<file path="config.mk">
export PLATFORM = sky130hd
export DESIGN_NAME = ref_tempsense_reg_ctrl
export DESIGN_NICKNAME = d
export VERILOG_FILES = /design/src/hdl/ref_tempsense_pkg.sv /design/src/hdl/ref_tempsense_reg_ctrl.sv /design/src/hdl/ref_source_mux.sv
export VERILOG_INCLUDE_DIRS = /design/src /design/src/hdl
export SDC_FILE = /design/constraint.sdc
export NUM_CORES = 1
export LEC_CHECK = 0
export BUFFER_PORTS_ARGS = -buffer_cell sky130_fd_sc_hd__buf_2
export CAP_MARGIN = 20
export CORE_UTILIZATION = 47
export DETAILED_ROUTE_END_ITERATION = 7
export PLACE_DENSITY = 0.85
export SKIP_CTS_REPAIR_TIMING = 1
export SYNTH_ARGS = -nofsm -noshare
export SYNTH_HDL_FRONTEND = slang
export SYNTH_SLANG_ARGS = --single-unit
</file>
<file path="constraint.sdc">
create_clock -name pclk -period 1.6 [get_ports pclk]
set_input_delay 0.08 -clock pclk [delete_from_list [all_inputs] [get_ports pclk]]
set_output_delay 0.08 -clock pclk [all_outputs]
set_load 0.05 [all_outputs]
</file>
<file path="src/hdl/ref_tempsense_cfg.svh">
// constants for the reference, sensor and regulator register bank
`ifndef REF_TEMPSENSE_CFG_SVH
`define REF_TEMPSENSE_CFG_SVH

// ----------------------------------------------------------------
// register word indices (apb byte address bits 11:2)
// ----------------------------------------------------------------
`define TEMP_OFFSET_LOW_IDX 8'ha2
`define REFERENCE_CONTROL_IDX 8'hd1
`define REGULATOR_CONTROL_IDX 8'hc7
`define TEMP_OFFSET_HIGH_IDX 8'ha3
`define ADDR_OF(idx) ({idx, 2'b00})

// ----------------------------------------------------------------
// field positions
// ----------------------------------------------------------------
`define OFFSET_LOW_MSB 7
`define OFFSET_LOW_LSB 6
`define REF_OVERRIDE_BIT 4
`define REF_SELECT_BIT 3
`define REF_SENSOR_EN_BIT 2
`define REG_STOP_CFG_BIT 7
`define REG_BYPASS_BIT 6
`define REG_MEM_POWER_BIT 0

// ----------------------------------------------------------------
// reset values and write masks
// ----------------------------------------------------------------
`define REFERENCE_CONTROL_RESET 8'h00
`define REFERENCE_CONTROL_WMASK 8'h1c
`define REGULATOR_CONTROL_RESET 8'h00
`define REGULATOR_CONTROL_WMASK 8'hc1
`define TEMP_OFFSET_DEFAULT 10'h000

`endif

</file>
<file path="src/hdl/ref_tempsense_pkg.sv">
// types for the reference, sensor and regulator register bank
package ref_tempsense_pkg;

  typedef enum logic [1:0] {
    REF_EXTERNAL_PIN,
    REF_SUPPLY,
    REF_REGULATOR
  } ref_source_e;

  typedef struct packed {
    logic regulator_ref_override;
    logic reference_select;
    logic sensor_enable;
  } ref_ctrl_s;

  typedef struct packed {
    logic stop_config;
    logic bypass;
    logic mem_power;
  } reg_ctrl_s;

  typedef enum logic [1:0] {
    PWR_RUN,
    PWR_STOP_REG_ON,
    PWR_STOP_REG_OFF
  } power_state_e;

endpackage

</file>
<file path="src/hdl/ref_tempsense_reg_ctrl.sv">
// apb register bank for reference, temperature sensor and regulator
`timescale 1ns/1ps
`include "ref_tempsense_cfg.svh"

// What this block does
// offset low bits 7:6 return offset bits 1:0
// offset equals converter result at 0 C
// offset LSB weight equals converter LSB
// offset low bits 5:0 read zero
// reference control bits 7:5 read zero
// reference control bits 1:0 read zero
// override bit forces regulator reference
// select bit: 0 pin, 1 supply
// sensor enable powers temperature sensor
// stop config clear keeps regulator on
// stop config set shuts regulator in stop
// software bypasses only with external regulator
// software sets reference pin analog, skipped
// disabled sensor output is high impedance
// writes take effect at completing edge; outputs update one edge later
module ref_tempsense_reg_ctrl
  import ref_tempsense_pkg::*;
#(
  parameter logic [9:0] TEMP_OFFSET_VALUE = `TEMP_OFFSET_DEFAULT
) (
  input wire logic pclk,
  input wire logic presetn,
  input wire logic psel,
  input wire logic penable,
  input wire logic pwrite,
  input wire logic [11:0] paddr,
  input wire logic [31:0] pwdata,
  input wire logic [3:0] pstrb,
  output logic [31:0] prdata,
  output logic pready,
  output logic pslverr,
  input wire logic stop_request,
  input wire logic wake_event,
  input wire logic rst_pin_event,
  output ref_source_e ref_source,
  output logic sensor_power_on,
  output logic sensor_output_en_n,
  output logic regulator_on,
  output logic regulator_bypass,
  output logic mem_power_ctrl_en,
  output logic reset_sources_live,
  output logic in_stop
);

  // ----------------------------------------------------------------
  // apb decode
  // ----------------------------------------------------------------
  function automatic logic is_addr(input logic [11:0] a,
                                   input logic [7:0] idx);
    // byte offset bits 1:0 play no part in the decode
    is_addr = (a[11:2] == {2'b00, idx});
  endfunction

  logic access;
  logic hit_temp_offset_low;
  logic hit_toffh;
  logic hit_ref;
  logic hit_reg;
  logic mapped;

  assign access = psel & penable;
  assign hit_temp_offset_low = is_addr(paddr, `TEMP_OFFSET_LOW_IDX);
  assign hit_toffh = is_addr(paddr, `TEMP_OFFSET_HIGH_IDX);
  assign hit_ref = is_addr(paddr, `REFERENCE_CONTROL_IDX);
  assign hit_reg = is_addr(paddr, `REGULATOR_CONTROL_IDX);
  assign mapped = hit_temp_offset_low | hit_toffh | hit_ref | hit_reg;

  // ----------------------------------------------------------------
  // control registers
  // ----------------------------------------------------------------
  logic [7:0] ref_q;
  logic [7:0] ref_d;
  logic [7:0] reg_q;
  logic [7:0] reg_d;
  logic [1:0] temp_offset_value_low_q;
  logic [1:0] temp_offset_value_low_d;
  logic [7:0] temp_offset_value_high_q;
  logic [7:0] temp_offset_value_high_d;
  logic wr_ok;

  // only byte lane 0 carries data; other lanes are ignored
  assign wr_ok = access & pwrite & pstrb[0];

  always_comb begin
    ref_d = ref_q;
    reg_d = reg_q;
    temp_offset_value_low_d = temp_offset_value_low_q;
    temp_offset_value_high_d = temp_offset_value_high_q;
    if (wr_ok && hit_ref) begin
      // unused bits never store anything
      ref_d = pwdata[7:0] & `REFERENCE_CONTROL_WMASK;
    end
    if (wr_ok && hit_reg) begin
      // reserved regulator bits are dropped and read back zero
      reg_d = pwdata[7:0] & `REGULATOR_CONTROL_WMASK;
    end
    if (wr_ok && hit_temp_offset_low) begin
      // only the top two bits hold offset data
      temp_offset_value_low_d = pwdata[`OFFSET_LOW_MSB:`OFFSET_LOW_LSB];
    end
    if (wr_ok && hit_toffh) begin
      temp_offset_value_high_d = pwdata[7:0];
    end
  end

  // the offset resets to the factory value, the 0 C converter code
  // taken with the regulator as reference, same lsb weight
  // the offset stays writable so a board can keep its own calibration
  always_ff @(posedge pclk or negedge presetn) begin
    if (!presetn) begin
      ref_q <= `REFERENCE_CONTROL_RESET;
      reg_q <= `REGULATOR_CONTROL_RESET;
      temp_offset_value_low_q <= TEMP_OFFSET_VALUE[1:0];
      temp_offset_value_high_q <= TEMP_OFFSET_VALUE[9:2];
    end else begin
      ref_q <= ref_d;
      reg_q <= reg_d;
      temp_offset_value_low_q <= temp_offset_value_low_d;
      temp_offset_value_high_q <= temp_offset_value_high_d;
    end
  end

  // ----------------------------------------------------------------
  // read path and answer
  // ----------------------------------------------------------------
  logic [31:0] rdata_d;
  logic [31:0] prdata_d;
  logic pslverr_d;

  always_comb begin
    rdata_d = 32'h0000_0000;
    if (hit_temp_offset_low) begin
      rdata_d[7:0] = {temp_offset_value_low_q, 6'h00};
    end else if (hit_toffh) begin
      rdata_d[7:0] = temp_offset_value_high_q;
    end else if (hit_ref) begin
      rdata_d[7:0] = ref_q & `REFERENCE_CONTROL_WMASK;
    end else if (hit_reg) begin
      rdata_d[7:0] = reg_q;
    end
    prdata_d = prdata;
    pslverr_d = 1'b0;
    // captured in the setup cycle so the answer already stands when
    // pready is sampled at the access edge; reads have no side effects,
    // so taking them one cycle early is harmless
    if (psel && !penable) begin
      prdata_d = pwrite ? 32'h0000_0000 : rdata_d;
      // a stray address still completes, flagged rather than stalled
      pslverr_d = ~mapped;
    end
  end

  always_ff @(posedge pclk or negedge presetn) begin
    if (!presetn) begin
      prdata <= 32'h0000_0000;
      pslverr <= 1'b0;
    end else begin
      prdata <= prdata_d;
      pslverr <= pslverr_d;
    end
  end

  // zero wait states: pready goes high at the first edge after reset and stays high
  // low in reset so nothing completes against a block still waking up
  always_ff @(posedge pclk or negedge presetn) begin
    if (!presetn) begin
      pready <= 1'b0;
    end else begin
      pready <= 1'b1;
    end
  end

  // ----------------------------------------------------------------
  // reference and sensor outputs
  // ----------------------------------------------------------------
  ref_ctrl_s ref_fields;
  ref_source_e source_d;

  assign ref_fields.regulator_ref_override = ref_q[`REF_OVERRIDE_BIT];
  assign ref_fields.reference_select = ref_q[`REF_SELECT_BIT];
  assign ref_fields.sensor_enable = ref_q[`REF_SENSOR_EN_BIT];

  ref_source_mux u_mux (
    .ctrl(ref_fields),
    .source(source_d)
  );

  logic sensor_power_on_d;
  logic sensor_output_en_n_d;

  always_comb begin
    sensor_power_on_d = ref_fields.sensor_enable;
    // an unpowered sensor must not drive the converter input
    sensor_output_en_n_d = ~ref_fields.sensor_enable;
  end

  // outputs track the register one edge after it updates
  // registering keeps decode glitches off the analog switches, at the
  // cost of one cycle of lag after a write
  always_ff @(posedge pclk or negedge presetn) begin
    if (!presetn) begin
      ref_source <= REF_EXTERNAL_PIN;
      sensor_power_on <= 1'b0;
      sensor_output_en_n <= 1'b1;
    end else begin
      ref_source <= source_d;
      sensor_power_on <= sensor_power_on_d;
      sensor_output_en_n <= sensor_output_en_n_d;
    end
  end

  // ----------------------------------------------------------------
  // regulator power state
  // ----------------------------------------------------------------
  // software alone is trusted to set bypass with a 1.8 v external
  // supply; the block cannot see the supply and does not police it
  reg_ctrl_s reg_fields;
  power_state_e pwr_q;
  power_state_e pwr_d;

  assign reg_fields.stop_config = reg_q[`REG_STOP_CFG_BIT];
  assign reg_fields.bypass = reg_q[`REG_BYPASS_BIT];
  assign reg_fields.mem_power = reg_q[`REG_MEM_POWER_BIT];

  always_comb begin
    pwr_d = pwr_q;
    case (pwr_q)
      PWR_RUN: begin
        if (stop_request) begin
          pwr_d = reg_fields.stop_config ? PWR_STOP_REG_OFF
                                         : PWR_STOP_REG_ON;
        end
      end
      PWR_STOP_REG_ON: begin
        // any enabled reset or wake source still ends stop
        if (wake_event || rst_pin_event) begin
          pwr_d = PWR_RUN;
        end
      end
      PWR_STOP_REG_OFF: begin
        // only the reset pin gets out; power cycle is presetn
        if (rst_pin_event) begin
          pwr_d = PWR_RUN;
        end
      end
      default: begin
        pwr_d = PWR_RUN;
      end
    endcase
  end

  always_ff @(posedge pclk or negedge presetn) begin
    if (!presetn) begin
      pwr_q <= PWR_RUN;
    end else begin
      pwr_q <= pwr_d;
    end
  end

  // stop with the regulator down leaves only the pin path alive
  function automatic logic regulator_down(input power_state_e s);
    regulator_down = (s == PWR_STOP_REG_OFF);
  endfunction

  logic regulator_on_d;
  logic regulator_bypass_d;
  logic mem_power_ctrl_en_d;
  logic reset_sources_live_d;
  logic in_stop_d;

  // state outputs are built from the next state so they move on the same edge as it; bypass and mem power follow the register
  always_comb begin
    // bypass or a shut-down stop both turn the regulator off
    regulator_on_d = ~reg_fields.bypass & ~regulator_down(pwr_d);
    regulator_bypass_d = reg_fields.bypass;
    mem_power_ctrl_en_d = reg_fields.mem_power;
    reset_sources_live_d = ~regulator_down(pwr_d);
    // both stop flavours halt the core alike
    in_stop_d = (pwr_d != PWR_RUN);
  end

  always_ff @(posedge pclk or negedge presetn) begin
    if (!presetn) begin
      regulator_on <= 1'b1;
      regulator_bypass <= 1'b0;
      mem_power_ctrl_en <= 1'b0;
      reset_sources_live <= 1'b1;
      in_stop <= 1'b0;
    end else begin
      regulator_on <= regulator_on_d;
      regulator_bypass <= regulator_bypass_d;
      mem_power_ctrl_en <= mem_power_ctrl_en_d;
      reset_sources_live <= reset_sources_live_d;
      in_stop <= in_stop_d;
    end
  end

endmodule // ref_tempsense_reg_ctrl

</file>
<file path="src/hdl/ref_source_mux.sv">
// reference source selection from the control bits
`timescale 1ns/1ps

module ref_source_mux
  import ref_tempsense_pkg::*;
(
  input wire ref_ctrl_s ctrl,
  output ref_source_e source
);

  always_comb begin
    if (ctrl.regulator_ref_override) begin
      source = REF_REGULATOR;
    end else if (ctrl.reference_select) begin
      source = REF_SUPPLY;
    end else begin
      source = REF_EXTERNAL_PIN;
    end
  end

endmodule // ref_source_mux

</file>
-- Word-level counts from Yosys, hierarchy flattened
Index checks and enable logic that the tools add are counted.
- bits in registers: 61
- bits of input ports: 56
- output and inout port bits: 43
- equal/unequal tests: 7
- muxes and demuxes: 13
- bitwise logic cells: 11
- reductions and logical operators: 9
- operator list (cell ; number):
    10-bit by 8-bit equality test with 1-bit output (second input constant) ; 4
    8-bit two-way mux ; 5
    2-bit two-way mux ; 5
    2-bit case mux with 3 select lines ; 1
    1-bit logical AND ; 5
    1-bit bitwise AND ; 4
    2-bit equality test (second input constant) ; 2
    1-bit NOT ; 4
    1-bit OR ; 3
    2-bit by 1-bit equality test with 1-bit output (second input constant) ; 1
    2-bit logical NOT ; 1
    1-bit two-way mux ; 2
    2-bit nonzero test ; 1
    1-bit logical NOT ; 1
    1-bit logical OR ; 1

-- Depth between registers and ports, before layout
- depth in word-level cells: 6
- depth in mapped cells: 5
- mapped depth without buffers: 4

-- Hierarchy
Synthesis repeated with hierarchy kept, for this count alone.
- cells, all modules: 147
- area total of the unflattened synthesis: 1775.5 sq um
- modules (own cells, without submodules) (module ; instances ; cells an instance ; area each (sq um) ; sequential area each (sq um)):
    ref_tempsense_reg_ctrl ; 1 ; 145 ; 1754.2 ; 929.6
    ref_source_mux ; 1 ; 2 ; 21.3 ; 0.0

-- Least setup slack after synthesis
OpenSTA, ideal clock, no wires.
- path type: input port to flip-flop
- start: input port paddr[11]
- end: register reg_q[0]
- setup time: 125 ps
- arrival time: 1217 ps
- required time: 1475 ps
- setup slack: 258 ps
- stages on the path: 4
- buffers on the path: 0
- cells stage by stage: nor4b_4 and4_2 and2_4 mux2_2
- cells in the longest elaborated chain, start to end: 2
- ends and longest elaborated chain (item ; RTL line ; source):
    from (decl) ; ref_tempsense_reg_ctrl.sv:31 ; input wire logic [11:0] paddr,
    10-bit by 8-bit equality test with 1-bit output ; ref_tempsense_reg_ctrl.sv:56 ; is_addr = (a[11:2] == {2'b00, idx});
    1-bit logical AND ; ref_tempsense_reg_ctrl.sv:98 ; if (wr_ok && hit_reg) begin
    to (signal assigned) ; ref_tempsense_reg_ctrl.sv:117 ; reg_q <= `REGULATOR_CONTROL_RESET;
    to (signal assigned) ; ref_tempsense_reg_ctrl.sv:122 ; reg_q <= reg_d;
    to (decl) ; ref_tempsense_reg_ctrl.sv:78 ; logic [7:0] reg_q;
No other way between the ends.
A chain may end at the register's enable or synchronous reset.

-- Worst setup path after layout
- start: input port paddr[11]
- end: register temp_offset_value_high_q[7]
- cells in the longest elaborated chain, start to end: 2
- ends and longest elaborated chain (item ; RTL line ; source):
    10-bit by 8-bit equality test with 1-bit output ; ref_tempsense_reg_ctrl.sv:56 ;
    1-bit logical AND ; ref_tempsense_reg_ctrl.sv:106 ; if (wr_ok && hit_toffh) begin
    to (signal assigned) ; ref_tempsense_reg_ctrl.sv:119 ; temp_offset_value_high_q <= TEMP_OFFSET_VALUE[9:2];
    to (signal assigned) ; ref_tempsense_reg_ctrl.sv:124 ; temp_offset_value_high_q <= temp_offset_value_high_d;
    to (decl) ; ref_tempsense_reg_ctrl.sv:82 ; logic [7:0] temp_offset_value_high_q;
No other way between the ends.

==> results.cfg <==
[pwr]
share_clk_of_total_power_pct = 40.7
power_switching_mw = 0.522
worst_ir_drop_vdd_mv = 0.636
overall_power_mw = 2.02
p_sw_share_pct = 25.8
power.combinational.fraction_pct = 12.3
internal-power_mw = 1.50
power-per-cell-area_nw_per_um2 = 983
power.static_leakage_nw = 1.06
p_seq_share_pct = 47.0

[timing]
post-route-min-period_ns = 1.28
drv_slew = 0
setup_tns_ns = 0
report.final.setup_viol = 0
final_hold_violation_count = 0
worst_pin_slew_ns = 0.771
timing.max_slew.rel_slack_pct = 48.6
finClkSkew_ns = 0.00656
fmax_mhz = 783
layout_worst_path_cycle_share_pct = 79.8
rsz0062_at_grt = no

[synth]
synth.top_cells.by_area = dfrtp_1 (49%), buf_4 (10%), mux2_2 (10%)
synth_area_um2 = 1740
synth-edff-count = 0
synth_cell_type_count = 37
synth_top_cell_area_share_pct = 48.9
post-synth-top-count-cell = dfrtp_1
synth_sequential_area_ratio_pct = 53.5
post_synthesis_sequential_element_count = 37
post_synthesis_average_cell_area_um2 = 12.2
yosys_warnings = 0
async_set_or_reset_flop_fraction_in_the_synthesized_netlist_pct = 100
area_leader_netlist = dfrtp_1
synth-main-ff-cell = dfrtp_1
post_synth_inst_count = 143
synth.top_cells.by_count = dfrtp_1 (34), buf_4 (24), mux2_2 (16)

[floorplan]
core_um2 = 3440
floorplan.die.height_um = 62.8
placementRows = 21
io_pins = 99
initial_util_pct = 50.5
fp.dieArea_um2 = 3950
dieWidth_um = 62.8

[setup_path]
crit_start = paddr[11]
critical_path_buf_inv_count = 1
critical_path_slowest_stage_cell = nor4b_4
cpPeakStageDelay_ns = 0.41
worst_path_dominant_cell_family = simple AND/OR/NAND/NOR gates
critPathMaxFanout = 8
start_kind = primary input
worst_r2r_startpoint = temp_offset_value_high_q[7]
endpoint_kind = flop
cp.required_ns = 1.77
timing.critical_path.cells = buf_2 -> nor4b_4 -> nand3_4 -> nor2_4 -> mux2_2
crit_arrival_ns = 1.44
worst-setup-path-type = primary input to flop

[finish]
post-route-util_pct = 59.7
antennaDiodeCount = 0
post_layout_nonfiller_instances = 241
num-nets-final = 250
post_route_cells_drive_above_1_share_pct = 42.6
syn_to_final_growth_pct = 18.2

[global_routing]
groute.usage.overall_pct = 17.1
antenna_found_initial = 0
grt_start_max_net_pins = 38
number_of_global_route_vias_before_repair = 1138
grt_first_pass_wirelength_mm = 5.11
grt_remaining_overflow = 0

[placement]
post-place-cells = 232
io_buffer_count = 45
dpl.hpwl_mm = 2.29
place.gp.congestion = 0.784

[clock_tree]
numClockSinks = 37
worstSkewPairLatency_ns = 0.29
clock_tree.htree_level_count = 2
cts.root.buffer_cell = clkbuf_8
cts_made_buffers = 5
max-clock-path-buffers = 2
tritoncts = built
clk_pin_slew_ns = 0.07

[min_path]
hold_class = primary input to flop
hold_start = pwdata[5]

[drt]
final_antenna_net_count = 0
number_of_iterations_in_the_first_detailed_routing_pass = 4
drc = 0
wl_per_cell_um = 12.7
drt-initial-drc-count = 24
via_per_inst = 4.89
num_vias = 1179
routed_wl_mm = 3.05

[flow_run]
max_cap_viol_count = 0

[status]
run_status = completed
==> flip-flops by register name, summed over array words and instances (netlist names), 2 cells and up <==
name,count
ref_source,2
prdata,8
pwr_q,2
ref_q,3
temp_offset_value_low_q,2
temp_offset_value_high_q,8
reg_q,3
==> per-stage QoR <==
stage | setup WS (ns) | area (um2) | hold slack [ns]
floorplan | 0.258 | 1830 | -0.216
global placement | 0.0480 | 1930 | 0.200
detailed placement | 0.0275 | 1930 | 0.206
CTS | 0.332 | 2050 | -0.109
global route | 0.237 | 2060 | 0.0129
finish | 0.324 | 2060 | 0.0224
==> per-layer routing <==
metal	vias to the layer above	wire length [um]	GRT usage (%)
met5	-	0	0
met4	0	32	5.23
met3	3	146	5.66
met2	45	1580	29.5
met1	585	1300	20.0
li1	546	-	-
==> path summary, 6_finish.rpt <==
check                                              end  slack (ns)  cells past startpoint
setup reg to reg                             prdata[7]        0.61                      4
max in group asynchronous  temp_offset_value_high_q[2]        0.70                      2
setup / recovery           temp_offset_value_high_q[7]        0.32                      5
hold reg to reg                      mem_power_ctrl_en        0.41                      0
hold / removal             temp_offset_value_high_q[5]        0.02                      2
min in group asynchronous                      in_stop        0.40                      2
==> worst register-to-register path: stages (launching register included) <==
cell and delay, ns:
dfrtp_1 0.38, nand2b_1 0.15, a32o_1 0.21, nand4_1 0.08, o21ai_0 0.07
==> final cells by class <==
class	instances	area (um2)
fill	290	1390
sequential	37	930
multi-input combinational	99	691
timing repair buffer	48	250
clock buffer	7	86.3
tap	46	57.6
clock inverter	1	30.0
inverter	3	11.3
==> kinds of logic after synthesis <==
family	Yosys count	share of synthesized area, %
and+or+nand+nor	39	16.7
DFF	37	53.5
buffers and inverters	30	11.8
AOI/OAI and AO/OA	19	7.27
muxes	16	10.4
other	2	0.432
==> placed cells by master, fill, tap and decap left out, drive strengths merged, types with 4 or more instances in the layout <==
cell	instances
nor2	6
mux2	16
buf	47
o21ai	8
a22oi	4
conb	25
nand2	10
clkbuf	7
dfrtp	34
==> power by group through the flow <==
stage / clock network (mW) / registers (mW) / logic (mW)
CTS: 0.839 / 0.949 / 0.248
floorplan: 0 / 0.988 / 0.199
global placement: 0 / 0.966 / 0.245
global route: 0.891 / 0.949 / 0.265
finish: 0.822 / 0.949 / 0.249
detailed placement: 0 / 0.967 / 0.248
No activity file was read; power rests on OpenSTA's default activity.
